File: src/verilog/tob_pkg.sv
// constants, register map and types of the thermal stage supervision
// assumes a 100 MHz clock and a 1 ms processing cycle
package tob_pkg;
  // ----------------------------------------------------------------------
  // timing
  // ----------------------------------------------------------------------
  localparam int CLK_MHZ        = 100;
  localparam int PROC_CYCLE_US  = 1000;
  localparam int PROC_CYCLE_CYC = PROC_CYCLE_US * CLK_MHZ;
  localparam int DIV_W          = 17;
  localparam int BLOCK_LEAD_MS  = 5;      // far side lead on block input

  // ----------------------------------------------------------------------
  // scales: current in 0.01 x In, capacity in 0.1 %, factors in 0.01
  // ----------------------------------------------------------------------
  localparam logic [15:0] CUR_LIGHT    = 16'h0001;  // 1 % of In
  localparam logic [15:0] CUR_TWICE_IN = 16'h00C8;  // 2 x In
  localparam logic [8:0]  FACTOR_ONE   = 9'h064;    // 1.0
  localparam logic [8:0]  FACTOR_MIN   = 9'h001;    // 0.01
  localparam logic [8:0]  FACTOR_MAX   = 9'h1F4;    // 5.00
  localparam logic [15:0] INOM_ONE     = 16'h0064;  // 1.0
  localparam logic [23:0] TTF_NEVER    = 24'hFFFFFF;

  // ----------------------------------------------------------------------
  // register map (word index) and reset values
  // ----------------------------------------------------------------------
  localparam logic [7:0] REG_CTRL     = 8'h00;
  localparam logic [7:0] REG_A1_LVL   = 8'h01;
  localparam logic [7:0] REG_A2_LVL   = 8'h02;
  localparam logic [7:0] REG_INH_LVL  = 8'h03;
  localparam logic [7:0] REG_TRIP_LVL = 8'h04;
  localparam logic [7:0] REG_TRIP_DLY = 8'h05;
  localparam logic [7:0] REG_SF       = 8'h06;
  localparam logic [7:0] REG_KMIN     = 8'h07;
  localparam logic [7:0] REG_KMAX     = 8'h08;
  localparam logic [7:0] REG_INOM     = 8'h09;
  localparam logic [7:0] REG_STATUS   = 8'h0A;
  localparam logic [7:0] REG_TRIP_REM = 8'h0B;
  localparam logic [7:0] REG_CNT_BASE = 8'h0C;  // five counters
  localparam logic [7:0] REG_CNT_CLR  = 8'h11;

  localparam logic [10:0] A1_LVL_RST   = 11'h190;  // 40 %
  localparam logic [10:0] A2_LVL_RST   = 11'h190;  // 40 %
  localparam logic [10:0] INH_LVL_RST  = 11'h320;  // 80 %
  localparam logic [10:0] TRIP_LVL_RST = 11'h3E8;  // 100 %
  localparam logic [21:0] TRIP_DLY_RST = 22'h000000;

  localparam int NCNT    = 5;
  localparam int CNT_W   = 16;
  localparam int CNT_A1  = 0;
  localparam int CNT_A2  = 1;
  localparam int CNT_INH = 2;
  localparam int CNT_TRP = 3;
  localparam int CNT_BLK = 4;

  typedef enum logic [2:0] {
    TOB_NORMAL, TOB_ALARM1, TOB_ALARM2, TOB_INHIBIT, TOB_TRIP, TOB_BLOCKED
  } tob_cond_t;

  typedef enum logic [1:0] {
    TOB_LIGHT, TOB_LOAD_NORMAL, TOB_OVERLOAD, TOB_HIGH_OVERLOAD
  } tob_tstat_t;
endpackage : tob_pkg

File: src/verilog/tob_thermal_stage.sv
// supervision of a thermal overload stage: block handling, output levels,
// load classification, setting checks, timing readback, activation counters
// assumes pick-up, capacity and timing inputs come from logic on clk and
// block_in comes from outside the clock domain
//
// How it works
// - block input sampled once per processing cycle
// - pick-up while unblocked raises start, times trip
// - pick-up while blocked raises blocked, nothing more
// - block during start drops start, releases timing
// - condition has six values; normal drives nothing
// - light load when current below 1 % In
// - load normal up to trip limit otherwise
// - overloading up to 2 In, high overload above
// - bad service factor flags, uses 1.0
// - bad ambient settings flag, use 1.0
// - bad nominal current flags, uses 1.0
// - inconsistent ambient k raises separate flag
// - active current is largest phase rms
// - trip expected indicator, two values
// - remaining trip delay is time to full
// - separate counters for both alarm outputs
// - counter for restart inhibit activations
// - count trips and blocked trips separately
// - enabled thresholds drive alarm, inhibit, trip
// - extra trip delay, zero adds none
`timescale 1ns/1ns
module tob_thermal_stage #(
  parameter int PROC_CYCLE_CYC = tob_pkg::PROC_CYCLE_CYC
) (
  // clock and reset
  input  wire logic        clk,
  input  wire logic        rst,
  // register port
  input  wire logic [7:0]  addr,
  input  wire logic [31:0] wdata,
  input  wire logic        wr,
  input  wire logic        rd,
  output logic      [31:0] rdata,
  // pick-up element, blocking matrix, thermal image
  input  wire logic        pickup,
  input  wire logic        block_in,
  input  wire logic [10:0] theta,
  input  wire logic [15:0] phase_a_current,
  input  wire logic [15:0] phase_b_current,
  input  wire logic [15:0] phase_c_current,
  input  wire logic [15:0] equivalent_reference_current,
  input  wire logic [23:0] time_to_full,
  // output controls
  output logic             start,
  output logic             blocked,
  output logic             alarm1,
  output logic             alarm2,
  output logic             inhibit,
  output logic             trip,
  // status
  output logic [2:0]       condition,
  output logic [1:0]       thermal_status,
  output logic [15:0]      active_current,
  output logic             trip_expected,
  output logic [23:0]      trip_delay_rem,
  output logic             sf_fault,
  output logic             amb_fault,
  output logic             inom_fault,
  output logic             amb_k_inconsistent,
  output logic [8:0]       service_factor_used,
  output logic [8:0]       amb_k_min_used,
  output logic [8:0]       amb_k_max_used,
  output logic [15:0]      inom_used
);
  // ----------------------------------------------------------------------
  // state
  // ----------------------------------------------------------------------
  typedef struct packed {
    logic                              blk_s1;
    logic                              blk_s2;
    logic [tob_pkg::DIV_W-1:0]         div;
    logic                              blk_cyc;
    logic                              pu_prev;
    logic                              start;
    logic                              blocked;
    logic [21:0]                       dly;
    logic                              a1;
    logic                              a2;
    logic                              inh;
    logic                              trip;
    logic                              trip_blk;
    logic [tob_pkg::NCNT-1:0]          ev_prev;
    logic [tob_pkg::NCNT-1:0][tob_pkg::CNT_W-1:0] cnt;
    logic [3:0]                        en;
    logic [10:0]                       a1_lvl;
    logic [10:0]                       a2_lvl;
    logic [10:0]                       inh_lvl;
    logic [10:0]                       trip_lvl;
    logic [21:0]                       trip_dly;
    logic [8:0]                        sf;
    logic [8:0]                        kmin;
    logic [8:0]                        kmax;
    logic [15:0]                       inom;
    logic [15:0]                       imax;
    tob_pkg::tob_tstat_t               tstat;
    tob_pkg::tob_cond_t                cond;
    logic                              texp;
    logic [23:0]                       trem;
    logic                              sf_f;
    logic                              amb_f;
    logic                              inom_f;
    logic                              kinc;
    logic [31:0]                       rdata;
  } tob_state_t;

  tob_state_t s_r;
  tob_state_t s_nxt;

  logic                     tick;
  logic                     trip_cond;
  logic [15:0]              imax;
  logic [tob_pkg::NCNT-1:0] ev;
  logic [tob_pkg::NCNT-1:0] rise;
  logic [tob_pkg::NCNT-1:0] clr;
  logic                     sf_bad;
  logic                     kmin_bad;
  logic                     kmax_bad;

  // ----------------------------------------------------------------------
  // next state
  // ----------------------------------------------------------------------
  always_comb begin
    s_nxt = s_r;
    // block input crosses in through two flops
    s_nxt.blk_s1 = block_in;
    s_nxt.blk_s2 = s_r.blk_s1;

    // processing cycle enable
    tick = (s_r.div == tob_pkg::DIV_W'(PROC_CYCLE_CYC - 1));
    s_nxt.div = tick ? '0 : s_r.div + 1'b1;

    // largest of the three phase rms values
    imax = phase_a_current;
    if (phase_b_current > imax) begin
      imax = phase_b_current;
    end
    if (phase_c_current > imax) begin
      imax = phase_c_current;
    end
    s_nxt.imax = imax;

    // load classification, checked from the top down
    if (imax > tob_pkg::CUR_TWICE_IN) begin
      s_nxt.tstat = tob_pkg::TOB_HIGH_OVERLOAD;
    end else if (imax > equivalent_reference_current) begin
      s_nxt.tstat = tob_pkg::TOB_OVERLOAD;
    end else if (imax < tob_pkg::CUR_LIGHT) begin
      s_nxt.tstat = tob_pkg::TOB_LIGHT;
    end else begin
      s_nxt.tstat = tob_pkg::TOB_LOAD_NORMAL;
    end

    // setting checks; flags exist only while the fault does
    sf_bad   = (s_r.sf < tob_pkg::FACTOR_MIN) ||
               (s_r.sf > tob_pkg::FACTOR_MAX);
    kmin_bad = (s_r.kmin < tob_pkg::FACTOR_MIN) ||
               (s_r.kmin > tob_pkg::FACTOR_MAX);
    kmax_bad = (s_r.kmax < tob_pkg::FACTOR_MIN) ||
               (s_r.kmax > tob_pkg::FACTOR_MAX);
    s_nxt.sf_f   = sf_bad;
    s_nxt.amb_f  = kmin_bad || kmax_bad;
    s_nxt.inom_f = (s_r.inom == '0);
    s_nxt.kinc   = (s_r.kmin > s_r.kmax);

    // timing readback from the thermal image
    s_nxt.trem = time_to_full;
    s_nxt.texp = (time_to_full != tob_pkg::TTF_NEVER);

    // trip level reached and enabled
    trip_cond = s_r.en[3] && (theta >= s_r.trip_lvl);

    // once per processing cycle: block, start and output decisions
    if (tick) begin
      s_nxt.blk_cyc = s_r.blk_s2;
      s_nxt.pu_prev = pickup;
      if (pickup && !s_r.pu_prev) begin
        s_nxt.start   = !s_nxt.blk_cyc;
        s_nxt.blocked = s_nxt.blk_cyc;
      end
      if (!pickup) begin
        s_nxt.start   = 1'b0;
        s_nxt.blocked = 1'b0;
      end
      if (s_r.start && s_nxt.blk_cyc) begin
        s_nxt.start = 1'b0;
      end
      // extra trip delay counted in processing cycles; released with start
      if (s_nxt.start && trip_cond) begin
        if (s_r.dly != s_r.trip_dly) begin
          s_nxt.dly = s_r.dly + 1'b1;
        end
      end else begin
        s_nxt.dly = '0;
      end
      s_nxt.trip = s_nxt.start && trip_cond &&
                   (s_r.dly == s_r.trip_dly);
      s_nxt.trip_blk = s_nxt.blocked && trip_cond;
      s_nxt.a1  = s_r.en[0] && (theta >= s_r.a1_lvl);
      s_nxt.a2  = s_r.en[1] && (theta >= s_r.a2_lvl);
      s_nxt.inh = s_r.en[2] && (theta >= s_r.inh_lvl);
    end

    // condition: blocked outranks every output
    if (s_r.blocked) begin
      s_nxt.cond = tob_pkg::TOB_BLOCKED;
    end else if (s_r.trip) begin
      s_nxt.cond = tob_pkg::TOB_TRIP;
    end else if (s_r.inh) begin
      s_nxt.cond = tob_pkg::TOB_INHIBIT;
    end else if (s_r.a2) begin
      s_nxt.cond = tob_pkg::TOB_ALARM2;
    end else if (s_r.a1) begin
      s_nxt.cond = tob_pkg::TOB_ALARM1;
    end else begin
      s_nxt.cond = tob_pkg::TOB_NORMAL;
    end

    // register writes
    clr = '0;
    if (wr) begin
      if (addr == tob_pkg::REG_CTRL) begin
        s_nxt.en = wdata[3:0];
      end else if (addr == tob_pkg::REG_A1_LVL) begin
        s_nxt.a1_lvl = wdata[10:0];
      end else if (addr == tob_pkg::REG_A2_LVL) begin
        s_nxt.a2_lvl = wdata[10:0];
      end else if (addr == tob_pkg::REG_INH_LVL) begin
        s_nxt.inh_lvl = wdata[10:0];
      end else if (addr == tob_pkg::REG_TRIP_LVL) begin
        s_nxt.trip_lvl = wdata[10:0];
      end else if (addr == tob_pkg::REG_TRIP_DLY) begin
        s_nxt.trip_dly = wdata[21:0];
      end else if (addr == tob_pkg::REG_SF) begin
        s_nxt.sf = wdata[8:0];
      end else if (addr == tob_pkg::REG_KMIN) begin
        s_nxt.kmin = wdata[8:0];
      end else if (addr == tob_pkg::REG_KMAX) begin
        s_nxt.kmax = wdata[8:0];
      end else if (addr == tob_pkg::REG_INOM) begin
        s_nxt.inom = wdata[15:0];
      end else if (addr == tob_pkg::REG_CNT_CLR) begin
        clr = wdata[tob_pkg::NCNT-1:0];
      end
    end

    // activation counters; a rise in the clear cycle still counts
    ev = '0;
    ev[tob_pkg::CNT_A1]  = s_r.a1;
    ev[tob_pkg::CNT_A2]  = s_r.a2;
    ev[tob_pkg::CNT_INH] = s_r.inh;
    ev[tob_pkg::CNT_TRP] = s_r.trip;
    ev[tob_pkg::CNT_BLK] = s_r.trip_blk;
    rise = ev & ~s_r.ev_prev;
    s_nxt.ev_prev = ev;
    for (int i = 0; i < tob_pkg::NCNT; i++) begin
      if (clr[i]) begin
        s_nxt.cnt[i] = '0;
      end
      if (rise[i]) begin
        s_nxt.cnt[i] = clr[i] ? tob_pkg::CNT_W'(1)
                              : s_r.cnt[i] + 1'b1;
      end
    end

    // register reads, answered in the next cycle; unmapped reads zero
    s_nxt.rdata = '0;
    if (rd) begin
      if (addr == tob_pkg::REG_CTRL) begin
        s_nxt.rdata = {28'h0000000, s_r.en};
      end else if (addr == tob_pkg::REG_A1_LVL) begin
        s_nxt.rdata = {21'h000000, s_r.a1_lvl};
      end else if (addr == tob_pkg::REG_A2_LVL) begin
        s_nxt.rdata = {21'h000000, s_r.a2_lvl};
      end else if (addr == tob_pkg::REG_INH_LVL) begin
        s_nxt.rdata = {21'h000000, s_r.inh_lvl};
      end else if (addr == tob_pkg::REG_TRIP_LVL) begin
        s_nxt.rdata = {21'h000000, s_r.trip_lvl};
      end else if (addr == tob_pkg::REG_TRIP_DLY) begin
        s_nxt.rdata = {10'h000, s_r.trip_dly};
      end else if (addr == tob_pkg::REG_SF) begin
        s_nxt.rdata = {23'h000000, s_r.sf};
      end else if (addr == tob_pkg::REG_KMIN) begin
        s_nxt.rdata = {23'h000000, s_r.kmin};
      end else if (addr == tob_pkg::REG_KMAX) begin
        s_nxt.rdata = {23'h000000, s_r.kmax};
      end else if (addr == tob_pkg::REG_INOM) begin
        s_nxt.rdata = {16'h0000, s_r.inom};
      end else if (addr == tob_pkg::REG_STATUS) begin
        s_nxt.rdata = {16'h0000, s_r.kinc, s_r.inom_f, s_r.amb_f,
                       s_r.sf_f, s_r.texp, s_r.blocked, s_r.start,
                       s_r.trip, s_r.inh, s_r.a2, s_r.a1,
                       s_r.tstat, s_r.cond};
      end else if (addr == tob_pkg::REG_TRIP_REM) begin
        s_nxt.rdata = {8'h00, s_r.trem};
      end else if ((addr >= tob_pkg::REG_CNT_BASE) &&
                   (addr < tob_pkg::REG_CNT_CLR)) begin
        s_nxt.rdata = {16'h0000,
                       s_r.cnt[3'(addr - tob_pkg::REG_CNT_BASE)]};
      end
    end
  end

  // ----------------------------------------------------------------------
  // registers; settings reset to their defaults
  // ----------------------------------------------------------------------
  always_ff @(posedge clk or posedge rst) begin
    if (rst) begin
      s_r          <= '0;
      s_r.a1_lvl   <= tob_pkg::A1_LVL_RST;
      s_r.a2_lvl   <= tob_pkg::A2_LVL_RST;
      s_r.inh_lvl  <= tob_pkg::INH_LVL_RST;
      s_r.trip_lvl <= tob_pkg::TRIP_LVL_RST;
      s_r.trip_dly <= tob_pkg::TRIP_DLY_RST;
      s_r.sf       <= tob_pkg::FACTOR_ONE;
      s_r.kmin     <= tob_pkg::FACTOR_ONE;
      s_r.kmax     <= tob_pkg::FACTOR_ONE;
      s_r.inom     <= tob_pkg::INOM_ONE;
      s_r.trem     <= tob_pkg::TTF_NEVER;
    end else begin
      s_r <= s_nxt;
    end
  end

  // ----------------------------------------------------------------------
  // outputs, all from flops
  // ----------------------------------------------------------------------
  assign rdata              = s_r.rdata;
  assign start              = s_r.start;
  assign blocked            = s_r.blocked;
  assign alarm1             = s_r.a1;
  assign alarm2             = s_r.a2;
  assign inhibit            = s_r.inh;
  assign trip               = s_r.trip;
  assign condition          = s_r.cond;
  assign thermal_status     = s_r.tstat;
  assign active_current     = s_r.imax;
  assign trip_expected      = s_r.texp;
  assign trip_delay_rem     = s_r.trem;
  assign sf_fault           = s_r.sf_f;
  assign amb_fault          = s_r.amb_f;
  assign inom_fault         = s_r.inom_f;
  assign amb_k_inconsistent = s_r.kinc;
  // faulty settings fall back to 1.0; inconsistent k has no fallback
  assign service_factor_used = s_r.sf_f ? tob_pkg::FACTOR_ONE
                                        : s_r.sf;
  assign amb_k_min_used = s_r.amb_f ? tob_pkg::FACTOR_ONE
                                    : s_r.kmin;
  assign amb_k_max_used = s_r.amb_f ? tob_pkg::FACTOR_ONE
                                    : s_r.kmax;
  assign inom_used = s_r.inom_f ? tob_pkg::INOM_ONE
                                : s_r.inom;
endmodule : tob_thermal_stage

File: config.mk
export PLATFORM = sky130hd
export DESIGN_NAME = tob_thermal_stage
export DESIGN_NICKNAME = d
export VERILOG_FILES = /design/src/verilog/tob_pkg.sv /design/src/verilog/tob_thermal_stage.sv
export SDC_FILE = /design/constraint.sdc
export NUM_CORES = 1
export LEC_CHECK = 0
export ABC_CLOCK_PERIOD_IN_PS = 20300
export BUFFER_PORTS_ARGS = -buffer_cell sky130_fd_sc_hd__buf_2
export CORE_MARGIN = 2
export CORE_UTILIZATION = 40
export DETAILED_ROUTE_END_ITERATION = 10
export GPL_TIMING_DRIVEN = 0
export PLACE_DENSITY = 0.59
export SLEW_MARGIN = 10
export SYNTH_ARGS = -nofsm -noshare
export SYNTH_HDL_FRONTEND = slang
export SYNTH_SLANG_ARGS = --single-unit
File: constraint.sdc
create_clock -name clk -period 20.3 [get_ports clk]
set_clock_uncertainty 0.2 [all_clocks]
set_input_delay 1.015 -clock clk [delete_from_list [all_inputs] [get_ports clk]]
set_output_delay 1.015 -clock clk [all_outputs]
set_load 0.01 [all_outputs]
==> results of run 1 <==
-- metrics by stage --
stage	cells	hold slack [ns]	total power [mW]
2_1_floorplan	1987	0.131	0.920
3_3_place_gp	2846	0.137	1.04
3_5_place_dp	2848	0.152	1.05
4_1_cts	2920	0.167	1.82
5_1_grt	2921	0.172	1.88
6_report	2922	0.162	1.80
-- power groups by stage --
| stage | sequential, mW | combinational, mW | clock, mW |
|---|---|---|---|
| 2_1_floorplan | 0.713 | 0.207 | 0 |
| 3_3_place_gp | 0.733 | 0.307 | 0 |
| 3_5_place_dp | 0.733 | 0.315 | 0 |
| 4_1_cts | 0.722 | 0.316 | 0.779 |
| 5_1_grt | 0.726 | 0.351 | 0.804 |
| 6_report | 0.723 | 0.317 | 0.763 |
-- worst paths after layout --
| check | from | slack (ns) | cells past startpoint | end |
|---|---|---|---|---|
| min in group asynchronous | rst | 0.40 | 2 | amb_k_inconsistent$_DFF_PP0_ |
| max | phase_a_current[11] | 12.44 | 30 | thermal_status[1]$_DFF_PP0_ |
| min reg2reg | s_nxt[328]$_DFF_PP0_ | 0.16 | 0 | s_r[328]$_DFF_PP0_ |
| min | s_nxt[328]$_DFF_PP0_ | 0.16 | 0 | s_r[328]$_DFF_PP0_ |
| max reg2reg | s_r[148]$_DFFE_PP0P_ | 16.56 | 15 | s_r[290]$_DFFE_PP0P_ |
| max in group asynchronous | rst | 18.47 | 3 | rdata[22]$_DFF_PP0_ |
-- cells by family after synthesis --
family,Yosys count
other cells,1
mux,150
fa+ha+maj,106
xor+xnor,103
simple gates,652
buf+inv,269
flops,321
compound gates,378
-- routing by layer --
layer	up-vias	wire, µm	GRT usage [%]
li1	7566	-	-
met1	8159	27100	34.2
met2	654	30600	42.8
met3	148	5000	5.95
met4	2	2650	10.2
met5	-	12	0
-- synth_stat cells (9+ instances only) --
| cell type | instances | area, µm² |
|---|---|---|
| a211oi_1 | 10 | 75.1 |
| a21o_1 | 15 | 113 |
| a21oi_1 | 97 | 485 |
| a221oi_1 | 11 | 96.3 |
| a22oi_1 | 16 | 120 |
| a31oi_1 | 9 | 56.3 |
| and3_1 | 32 | 200 |
| buf_4 | 78 | 586 |
| clkbuf_1 | 71 | 267 |
| dfrtp_1 | 270 | 6760 |
| dfstp_2 | 51 | 1340 |
| ha_1 | 106 | 1330 |
| inv_1 | 105 | 394 |
| mux2_2 | 113 | 1270 |
| mux2i_1 | 28 | 280 |
| nand2_1 | 154 | 578 |
| nand2b_1 | 19 | 119 |
| nand3_1 | 66 | 330 |
| nand4_1 | 58 | 363 |
| nor2_1 | 170 | 638 |
| nor2b_1 | 42 | 263 |
| nor3_1 | 22 | 110 |
| nor4_1 | 20 | 125 |
| o211ai_1 | 10 | 75.1 |
| o21a_1 | 21 | 158 |
| o21ai_0 | 110 | 551 |
| o221ai_1 | 9 | 78.8 |
| or2_2 | 15 | 93.8 |
| or3_1 | 20 | 125 |
| or4_1 | 11 | 82.6 |
| xnor2_1 | 49 | 429 |
| xor2_1 | 54 | 473 |
-- worst register-to-register path: stages, from the launching register on --
cell      delay [ns]
dfrtp_1         0.36
inv_1           0.07
ha_1            0.28
nor2b_1         0.15
o21a_1          0.13
o21a_1          0.10
o21a_1          0.10
o21ai_1         0.06
a21oi_1         0.23
o311a_1         0.30
and3b_1         0.18
clkbuf_1        0.33
clkbuf_1        0.39
clkbuf_1        0.45
o21ai_0         0.18
a21oi_1         0.16
-- cell type report --
type / instances / share of cell area [%]
flip-flops and latches: 321 / 35.9
inverters: 106 / 1.80
well taps: 607 / 3.37
clock inverters: 18 / 1.19
multi-input cells: 1397 / 42.8
repair buffers: 254 / 5.83
plain buffers: 163 / 4.04
clock buffers: 54 / 5.07
diodes: 2 / 0.0222
-- layout by cell type (no fill, tap or decap), drive strengths merged, types with 49 or more instances in the layout --
| master | n |
|---|---|
| nand4 | 59 |
| dfstp | 51 |
| o21ai | 112 |
| nor2 | 170 |
| xor2 | 54 |
| dfrtp | 270 |
| inv | 109 |
| nand2 | 154 |
| buf | 346 |
| a21oi | 97 |
| mux2 | 113 |
| nand3 | 66 |
| clkbuf | 125 |
| ha | 106 |
| xnor2 | 49 |
-- state kept, by name, summed over array words and instances (netlist names), 2 cells and up --
name	count
trip_delay_rem	24
thermal_status	2
s_r	239
active_current	16
rdata	24
condition	3
==> key figures, run 1 <==
Timing
  – Max_slew headroom: 33.8%
  – Worst Tran Pin Value: 0.983 ns
  – Setup-failing EPs final: 0
  – Period utilisation layout: 38.7%
  – Tmin final: 7.86 ns
  – Final Hold Vio Count: 0
  – Setup TNS Final: 0 ns
  – RSZ-0062 raised after global routing: false
  – FMAX: 0.127 GHz
  – Final Slew Violations: 0
  – Final WS setup: 12.44 ns

GRT
  – Gr usage total: 26.3%
  – Vias in the first global route: 16300
  – Largest net degree at the start of global routing: 114
  – First-pass GRT wire length: 98800 µm
  – GR Overflow Total: 0
  – Initial antenna violation count: 4

Clock tree
  – Clk buf depth: 3
  – Resized Gates After CTS: 0
  – Clk_lat worst skew: 0.58 ns
  – # clock sinks: 321
  – CTS H-Tree Depth: 2
  – CTS Root Cell: clkbuf_16
  – CTS tree: done
  – Number of CTS-inserted buffers: 39
  – Post-CTS setup buffers: 0
  – Clock slew at reported path FFs: 0.06 ns
  – Hold Buf Count CTS: 0

Floorplanning
  – Total core area: 46800 µm²
  – # rows: 79
  – Die Ht: 222 µm
  – Die Wd: 222 µm
  – Ports: 276
  – Initial Utilization: 40.7%
  – Die ar.: 49300 µm²

Route
  – First drt pass iteration count: 8
  – DRT Wirelength: 65400 µm
  – Residual DRC: 0
  – Routed vias: 16500
  – Vias per std cell: 5.66
  – Drt initial violations: 1394
  – Routed Antenna Nets: 0
  – Routed wire per std cell: 22.4 µm

Cells and area
  – Nets: 2533
  – Ratio of cells with drive above 1 in the final layout: 26.1%
  – Final Instance Area: 22600 µm²
  – Fillers: 4433
  – Final core occ: 48.3%
  – Syn-to-layout area delta: 18.6%
  – Multi-input logic area: 9660 µm²
  – Reg area: 8100 µm²

Run
  – Max cap viols: 0

Pwr
  – Clk network pwr share: 42.3%
  – P_leak: 10.3 nW
  – Sequential fraction of design power: 40.1%
  – Internal power: 1.29 mW
  – Switching share of power: 28.5%
  – Switching pwr: 0.514 mW
  – VDD IR-drop max: 0.0511 mV
  – P per Cell Area: 79.9 nW/µm²
  – Logic gate share of total power: 17.6%

Yosys
  – Post-synthesis mux area share: 9.22%
  – Post-Synth Simple-Gate Area: 16.9%
  – Async SR Flop Fraction: 100%
  – Xor/xnor share of the synthesized area: 4.74%
  – Synth Area in Adders: 6.97%
  – Synth Area in Compound Gates: 12.7%
  – Post-synthesis cell count: 1980
  – Most used DFF post-synth: dfrtp_1
  – Number of synthesized register bits: 321
  – Largest family of logic cells by synthesized area: simple AND/OR/NAND/NOR gates
  – Synth cell types: 74
  – EDFF count, synth: 0
  – Yosys warning count: 0
  – Mapped Area: 19000 µm²
  – Syn avg cell area: 9.61 µm²
  – Sequential-to-total area share from yosys stat: 42.5%

Worst setup path
  – Most frequent CP cell: a21o_1
  – Worst setup EP type: flop
  – Worst Path Max Fanout: 10
  – Worst EP required: 20.50 ns
  – Crit path max-delay cell type: a2111o_1
  – Startpoint Class: input pin
  – Largest stage delay, worst path: 0.44 ns
  – Cell family with most CP delay: compound AO/OA/AOI/OAI gates
  – Crit path buf inv count: 7
  – Crit path kind: in -> reg
  – CP Data Arrival Time: 8.06 ns

Run status
  – Status: complete, no violations

Min path
  – Tightest Hold Check Type: reg -> reg

Placement
  – GPL Wtd Cong: 0.961
  – Pre-CTS setup slack: 12.07 ns
  – DP Area: 21100 µm²
  – HPWL Detailed: 51000 µm
  – # port buffers: 252
No activity file was read; power rests on OpenSTA's default activity.
==> run 2, diff against run 1 <==
- ABC_AREA: default -> 1
- ABC_CLOCK_PERIOD_IN_PS: 20300 -> 7000
- PLACE_DENSITY: 0.59 -> 0.62
- clock period: 20.3 -> 7 ns (I/O delays scaled with it)
==> run 2 against run 1 <==
Global-route usage fell by 0.52 points. Area after synthesis shrank 2.9%. Clock power grew to 2.8 times the previous value. Critical path depth down 1. Power grew to 2.7 times the previous value. Sequential power grew to 2.8 times the previous value. Wire length fell by 5.2%. Via count grew 5.6%. Combinational power is 140% higher. Core utilization grew 1.5 points. Critical path type unchanged. Largest power group unchanged.
==> key figures, run 2 <==
Run status
  – Status: complete, no violations

Min path
  – Worst Min Path Start: phase_c_current[0]
  – Tightest Hold Check Type: in -> reg
  – Depth of the worst hold-timing path: 4
  – Hold path endpoint: active_current[0]$_DFF_PP0_

Worst setup path
  – RR Startpoint: s_r[155]$_DFFE_PP1P_
  – Worst setup EP type: flop
  – CP Data Arrival Time: 5.14 ns
  – Worst EP required: 7.24 ns
  – Most frequent CP cell: nand2_1
  – FF-to-FF path depth: 20
  – Startpoint Class: input pin
  – Crit path kind: in -> reg
  – Crit path max-delay cell type: nor3_1
  – Worst reg-to-reg setup slack: 3.31 ns
  – Worst Path Max Fanout: 10
  – R2R Path End: s_r[306]$_DFFE_PP0P_
  – Largest stage delay, worst path: 0.38 ns

Cells and area
  – Final core occ: 49.7%
  – Most flops, register: s_r
  – Syn-to-layout area delta: 22.3%
  – Most frequent cells in the layout: nand2_1 (399), inv_1 (322), dfrtp_1 (270)
  – Inserted Diodes: 0
  – Layout Cells excl Fill: 3284
  – Final Instance Area: 22600 µm²
  – Largest register FFs: 239
  – Fillers: 4472
  – Nets: 2905
  – Commonest non-fill, non-tap cell in the layout: nand2_1
  – Ratio of cells with drive above 1 in the final layout: 18.6%

Placement
  – DP Area: 20700 µm²
  – # port buffers: 255
  – GPL Wtd Cong: 0.967
  – HPWL Detailed: 48600 µm
  – Pre-CTS setup slack: 1.52 ns
  – Cell total after placement: 3161

GRT
  – First-pass GRT wire length: 95000 µm
  – GR Overflow Total: 0
  – Vias in the first global route: 17100
  – Gr usage total: 25.8%
  – Largest net degree at the start of global routing: 40
  – Initial antenna violation count: 1

Clock tree
  – Clock slew at reported path FFs: 0.06 ns
  – CTS H-Tree Depth: 2
  – Number of CTS-inserted buffers: 38
  – # clock sinks: 321
  – Clk_lat worst skew: 0.58 ns
  – Post-CTS setup buffers: 0
  – Clk buf depth: 3
  – Hold Buf Count CTS: 53
  – Resized Gates After CTS: 0
  – CTS Root Cell: clkbuf_16
  – CTS tree: done

Floorplanning
  – Ports: 276
  – Initial Utilization: 40.6%
  – Die Wd: 219 µm
  – Total core area: 45500 µm²
  – Die ar.: 47900 µm²
  – Die Ht: 219 µm
  – # rows: 78

Pwr
  – P per Cell Area: 218 nW/µm²
  – P_leak: 10.8 nW
  – VDD IR-drop max: 0.149 mV

Yosys
  – Post-synthesis cell count: 2289
  – Yosys warning count: 0
  – Number of synthesized register bits: 321
  – Top post-synthesis cells by area: dfrtp_1 (37%), nand2_1 (8.1%), dfstp_2 (7.3%)
  – Async SR Flop Fraction: 100%
  – Synth top area share: 36.6%
  – Mapped Area: 18500 µm²
  – Post-synth top area cell: dfrtp_1
  – Leading cell types by count after synthesis: nand2_1 (399), inv_1 (323), dfrtp_1 (270), o21ai_0 (231), nor2_1 (214)
  – EDFF count, synth: 0
  – Sequential-to-total area share from yosys stat: 43.8%
  – Top-count cell post-synth: nand2_1
  – Syn avg cell area: 8.07 µm²
  – Most used DFF post-synth: dfrtp_1
  – Synth cell types: 59

Route
  – Routed wire per std cell: 18.9 µm
  – Routed Antenna Nets: 0
  – DRT Wirelength: 62000 µm
  – Routed vias: 17500
  – Drt initial violations: 1248
  – Vias per std cell: 5.31
  – First drt pass iteration count: 5
  – Residual DRC: 0

Timing
  – Setup-failing EPs final: 0
  – Final WS setup: 2.10 ns
  – Setup TNS Final: 0 ns
  – Tmin final: 4.90 ns
  – Max_slew headroom: 37.1%
  – Worst Tran Pin Value: 0.940 ns
  – Final Hold Vio Count: 0
  – RSZ-0062 raised after global routing: false
  – FMAX: 0.204 GHz
  – Final Slew Violations: 0
  – Period utilisation layout: 70.0%

Run
  – Max cap viols: 0
run 2: cell count changes in the layout (fill, tap and decap cells not counted), sizes merged, moves of 20 or more:
cell	delta
mux2	-107
nor2	+47
or3	-20
o22ai	+33
mux2i	-30
nor2b	-42
inv	+221
nor3	+32
o21ai	+133
nand2	+255
and3	-27
dlygate4sd3	+53
nor3b	+20
xnor2	-42
run 2: metrics by stage:
| step | power [mW] | hold WS [ns] |
|---|---|---|
| 2_1_floorplan | 2.50 | 0.131 |
| 3_3_place_gp | 2.78 | 0.132 |
| 3_5_place_dp | 2.81 | 0.146 |
| 4_1_cts | 4.97 | 0.0114 |
| 5_1_grt | 5.15 | 0.0367 |
| 6_report | 4.92 | 0.0276 |
run 2: cell type report:
type / instances / area, µm² / share of cell area (%)
timing repair buffer: 318 / 2010 / 8.91
inverter: 334 / 1260 / 5.58
sequential: 321 / 8100 / 35.8
clock buffer: 57 / 1120 / 4.96
tap: 600 / 751 / 3.32
multi-input combinational: 1508 / 8360 / 37.0
clock inverter: 13 / 211 / 0.935
buffer: 133 / 800 / 3.54
run 2: power breakdown:
part           internal (mW)  leakage (nW)  switching (mW)  total, mW
clock network           1.30         0.653           0.817       2.11
registers               1.95          3.84          0.0823       2.03
logic                  0.311          6.27           0.462      0.773
run 2: critical path: cells and delay by family:
family	cells	cell delay, ns
and+or+nand+nor	14	1.62
AOI/OAI and AO/OA	6	1.30
adders and majority gates	3	0.95
buffers and inverters	6	0.92
run 2: cell families (layout without fill, tap and decap cells):
family / Yosys count / after routing / share of synthesized area (%)
xor gates and xnor gates: 46 / 46 / 2.18
AOI/OAI and AO/OA: 482 / 482 / 15.0
other: 1 / 8 / 0.0203
buffers and inverters: 467 / 855 / 11.1
adders and majority gates: 106 / 106 / 7.18
and+or+nand+nor: 860 / 860 / 20.4
muxes: 6 / 6 / 0.366
DFF: 321 / 321 / 43.8
run 2: metal layers:
metal	part of all wire, %	vias up	track usage, %
met5	0	-	0
met4	2.9	0	8.99
met3	7.8	104	4.66
met2	46	694	42.1
met1	43	8335	34.5
li1	-	8320	-
run 2: worst max-delay path by stage:
stage	from	endpoint	slack, ns	cells past startpoint
finish	phase_a_current[9]	thermal_status[1]$_DFF_PP0_	2.10	29
floorplan	rst	active_current[0]$_DFF_PP0_	2.21	1
CTS	phase_a_current[11]	thermal_status[0]$_DFF_PP0_	2.11	27
detailed placement	phase_a_current[9]	thermal_status[0]$_DFF_PP0_	1.52	30
global placement	rst	rdata[6]$_DFF_PP0_	0.21	2
global route	phase_a_current[9]	thermal_status[0]$_DFF_PP0_	1.67	36
==> run 3, diff against run 2 <==
- ABC_CLOCK_PERIOD_IN_PS: 7000 -> 4900
- PLACE_DENSITY: 0.62 -> 0.59
- clock period: 7 -> 4.9 ns (I/O delays scaled with it)
==> run 3 against run 2 <==
Final area up 0.40%. Critical endpoint unchanged. Flip-flop and latch count unchanged. Final cell count increased by 0.40%. Combinational power increased by 44%. Highest routed layer is now met5. Critical path depth rose by 1. Sequential power rose by 43%. Sequential share of layout area is 0.14 points lower. Power is 42% higher.
==> key figures, run 3 (synthesized netlist as in run 2, its figures left out) <==
Run status
  – Status: complete, no violations

Timing
  – Tmin final: 4.42 ns
  – Worst Tran Pin Value: 0.845 ns
  – Period utilisation layout: 90.2%
  – Max_slew headroom: 42.2%
  – Hold Slack: 0.0233 ns
  – Final Hold Vio Count: 0
  – Final Slew Violations: 0
  – FMAX: 0.226 GHz
  – Final WS setup: 0.481 ns
  – RSZ-0062 raised after global routing: false
  – Setup-failing EPs final: 0

Clock tree
  – Post-CTS setup buffers: 0
  – CTS tree: done
  – Clk buf depth: 3
  – CTS H-Tree Depth: 2
  – Clk_lat worst skew: 0.56 ns
  – Number of CTS-inserted buffers: 39
  – # clock sinks: 321
  – CTS Root Cell: clkbuf_16
  – Clock slew at reported path FFs: 0.06 ns

Placement
  – # port buffers: 255
  – Pre-CTS setup slack: -0.341 ns
  – GPL Wtd Cong: 0.932
  – HPWL Detailed: 47700 µm
  – Cell total after placement: 3160

Pwr
  – VDD IR-drop max: 0.211 mV
  – Sequential fraction of design power: 41.4%
  – P_leak: 10.8 nW
  – Clk network pwr share: 42.7%
  – Switching pwr: 1.94 mW
  – Switching share of power: 27.6%
  – Internal power: 5.08 mW
  – Logic gate share of total power: 15.9%
  – P per Cell Area: 309 nW/µm²

Min path
  – Hold path endpoint: s_r[243]$_DFFE_PP0P_
  – Tightest Hold Check Type: in -> reg
  – Depth of the worst hold-timing path: 4
  – Worst Min Path Start: wdata[3]

Worst setup path
  – Crit path kind: in -> reg
  – Most frequent CP cell: nand2_1
  – Worst setup EP type: flop
  – R2R Path End: s_r[306]$_DFFE_PP0P_
  – FF-to-FF path depth: 20
  – Worst Path Max Fanout: 10
  – CP Data Arrival Time: 4.66 ns
  – Largest stage delay, worst path: 0.32 ns
  – RR Startpoint: s_r[155]$_DFFE_PP1P_
  – Worst reg-to-reg setup slack: 1.24 ns
  – Worst EP required: 5.14 ns
  – Crit path max-delay cell type: ha_1
  – Startpoint Class: input pin

GRT
  – Largest net degree at the start of global routing: 40
  – GR Overflow Total: 0
  – Initial antenna violation count: 4
  – Gr usage total: 25.5%
  – First-pass GRT wire length: 94000 µm
  – Vias in the first global route: 16700

Floorplanning
  – Die ar.: 47900 µm²
  – Die Ht: 219 µm
  – Ports: 276
  – Initial Utilization: 40.6%
  – Total core area: 45500 µm²
  – Die Wd: 219 µm
  – # rows: 78

Route
  – Drt initial violations: 1348
  – First drt pass iteration count: 5
  – DRT Wirelength: 60900 µm
  – Routed Antenna Nets: 0
  – Residual DRC: 0
  – Routed wire per std cell: 18.5 µm
  – Routed vias: 17400
  – Vias per std cell: 5.27

Cells and area
  – Largest register FFs: 239
  – Layout Cells excl Fill: 3297
  – Most frequent cells in the layout: nand2_1 (399), inv_1 (322), dfrtp_1 (270)
  – Syn-to-layout area delta: 22.8%
  – Commonest non-fill, non-tap cell in the layout: nand2_1
  – Most flops, register: s_r
  – Fillers: 4412
  – Final core occ: 49.9%
  – Ratio of cells with drive above 1 in the final layout: 18.5%
  – Nets: 2918

Run
  – Max cap viols: 0
[run 3: metrics by stage]
| step | setup TNS [ns] | total power, mW | cell area, µm² |
|---|---|---|---|
| after global routing | 0 | 7.32 | 22700 |
| after floorplan | 0 | 3.57 | 18500 |
| after CTS | 0 | 7.07 | 22700 |
| after detailed placement | -0.670 | 4.00 | 20700 |
| after global placement | -487.49 | 3.96 | 20500 |
| final | 0 | 7.01 | 22700 |
[run 3: per-layer routing]
layer  vias to the layer above  global-route usage [%]  wire [µm]
met5                         -                       0         27
met4                         4                    8.99       1930
met3                       113                    4.85       4420
met2                       584                    40.7      27800
met1                      8332                    34.5      26700
li1                       8343                       -          -
[run 3: power groups by stage]
| stage | combinational, mW | sequential (mW) | clock [mW] |
|---|---|---|---|
| 2_1_floorplan | 0.667 | 2.91 | 0 |
| 3_3_place_gp | 1.02 | 2.95 | 0 |
| 3_5_place_dp | 1.06 | 2.94 | 0 |
| 4_1_cts | 1.12 | 2.90 | 3.06 |
| 5_1_grt | 1.25 | 2.92 | 3.15 |
| 6_report | 1.11 | 2.90 | 3.00 |
[run 3: worst max path at each step]
stage          slack [ns]  cells past startpoint                     endpoint                 from
2_1_floorplan        0.22                      1  active_current[0]$_DFF_PP0_                  rst
3_3_place_gp        -1.81                      2           rdata[7]$_DFF_PP0_                  rst
3_5_place_dp        -0.34                     27  thermal_status[1]$_DFF_PP0_  phase_a_current[11]
4_1_cts              0.24                     27  thermal_status[1]$_DFF_PP0_  phase_a_current[11]
5_1_grt              0.03                     32  thermal_status[0]$_DFF_PP0_  phase_a_current[15]
6_report             0.48                     30  thermal_status[1]$_DFF_PP0_  phase_a_current[11]
[run 3: critical path: cells and delay by family]
| kind | cells | cell delay, ns |
|---|---|---|
| AND/OR/NAND/NOR | 12 | 0.89 |
| adder cells (fa/ha/maj) | 3 | 0.91 |
| AO/OA/AOI/OAI | 9 | 1.79 |
| buffers and inverters | 6 | 0.80 |
[run 3: area by class of cell]
type	count	area [µm²]	share of cell area (%)
antenna	1	2.50	0.0110
buffer	133	802	3.53
clock buffer	55	1100	4.83
clock inverter	15	216	0.953
inverter	334	1260	5.56
multi-input combinational	1508	8360	36.8
sequential	321	8100	35.7
tap	600	751	3.31
timing repair buffer	330	2120	9.32
[run 3: timing repair]
action | 4_1_cts | 5_1_grt
gates resized for setup | 0 | 4
endpoints found under the setup margin | 0 | 2
hold buffers | 66 | 0
endpoints found under the hold margin | 198 | 0
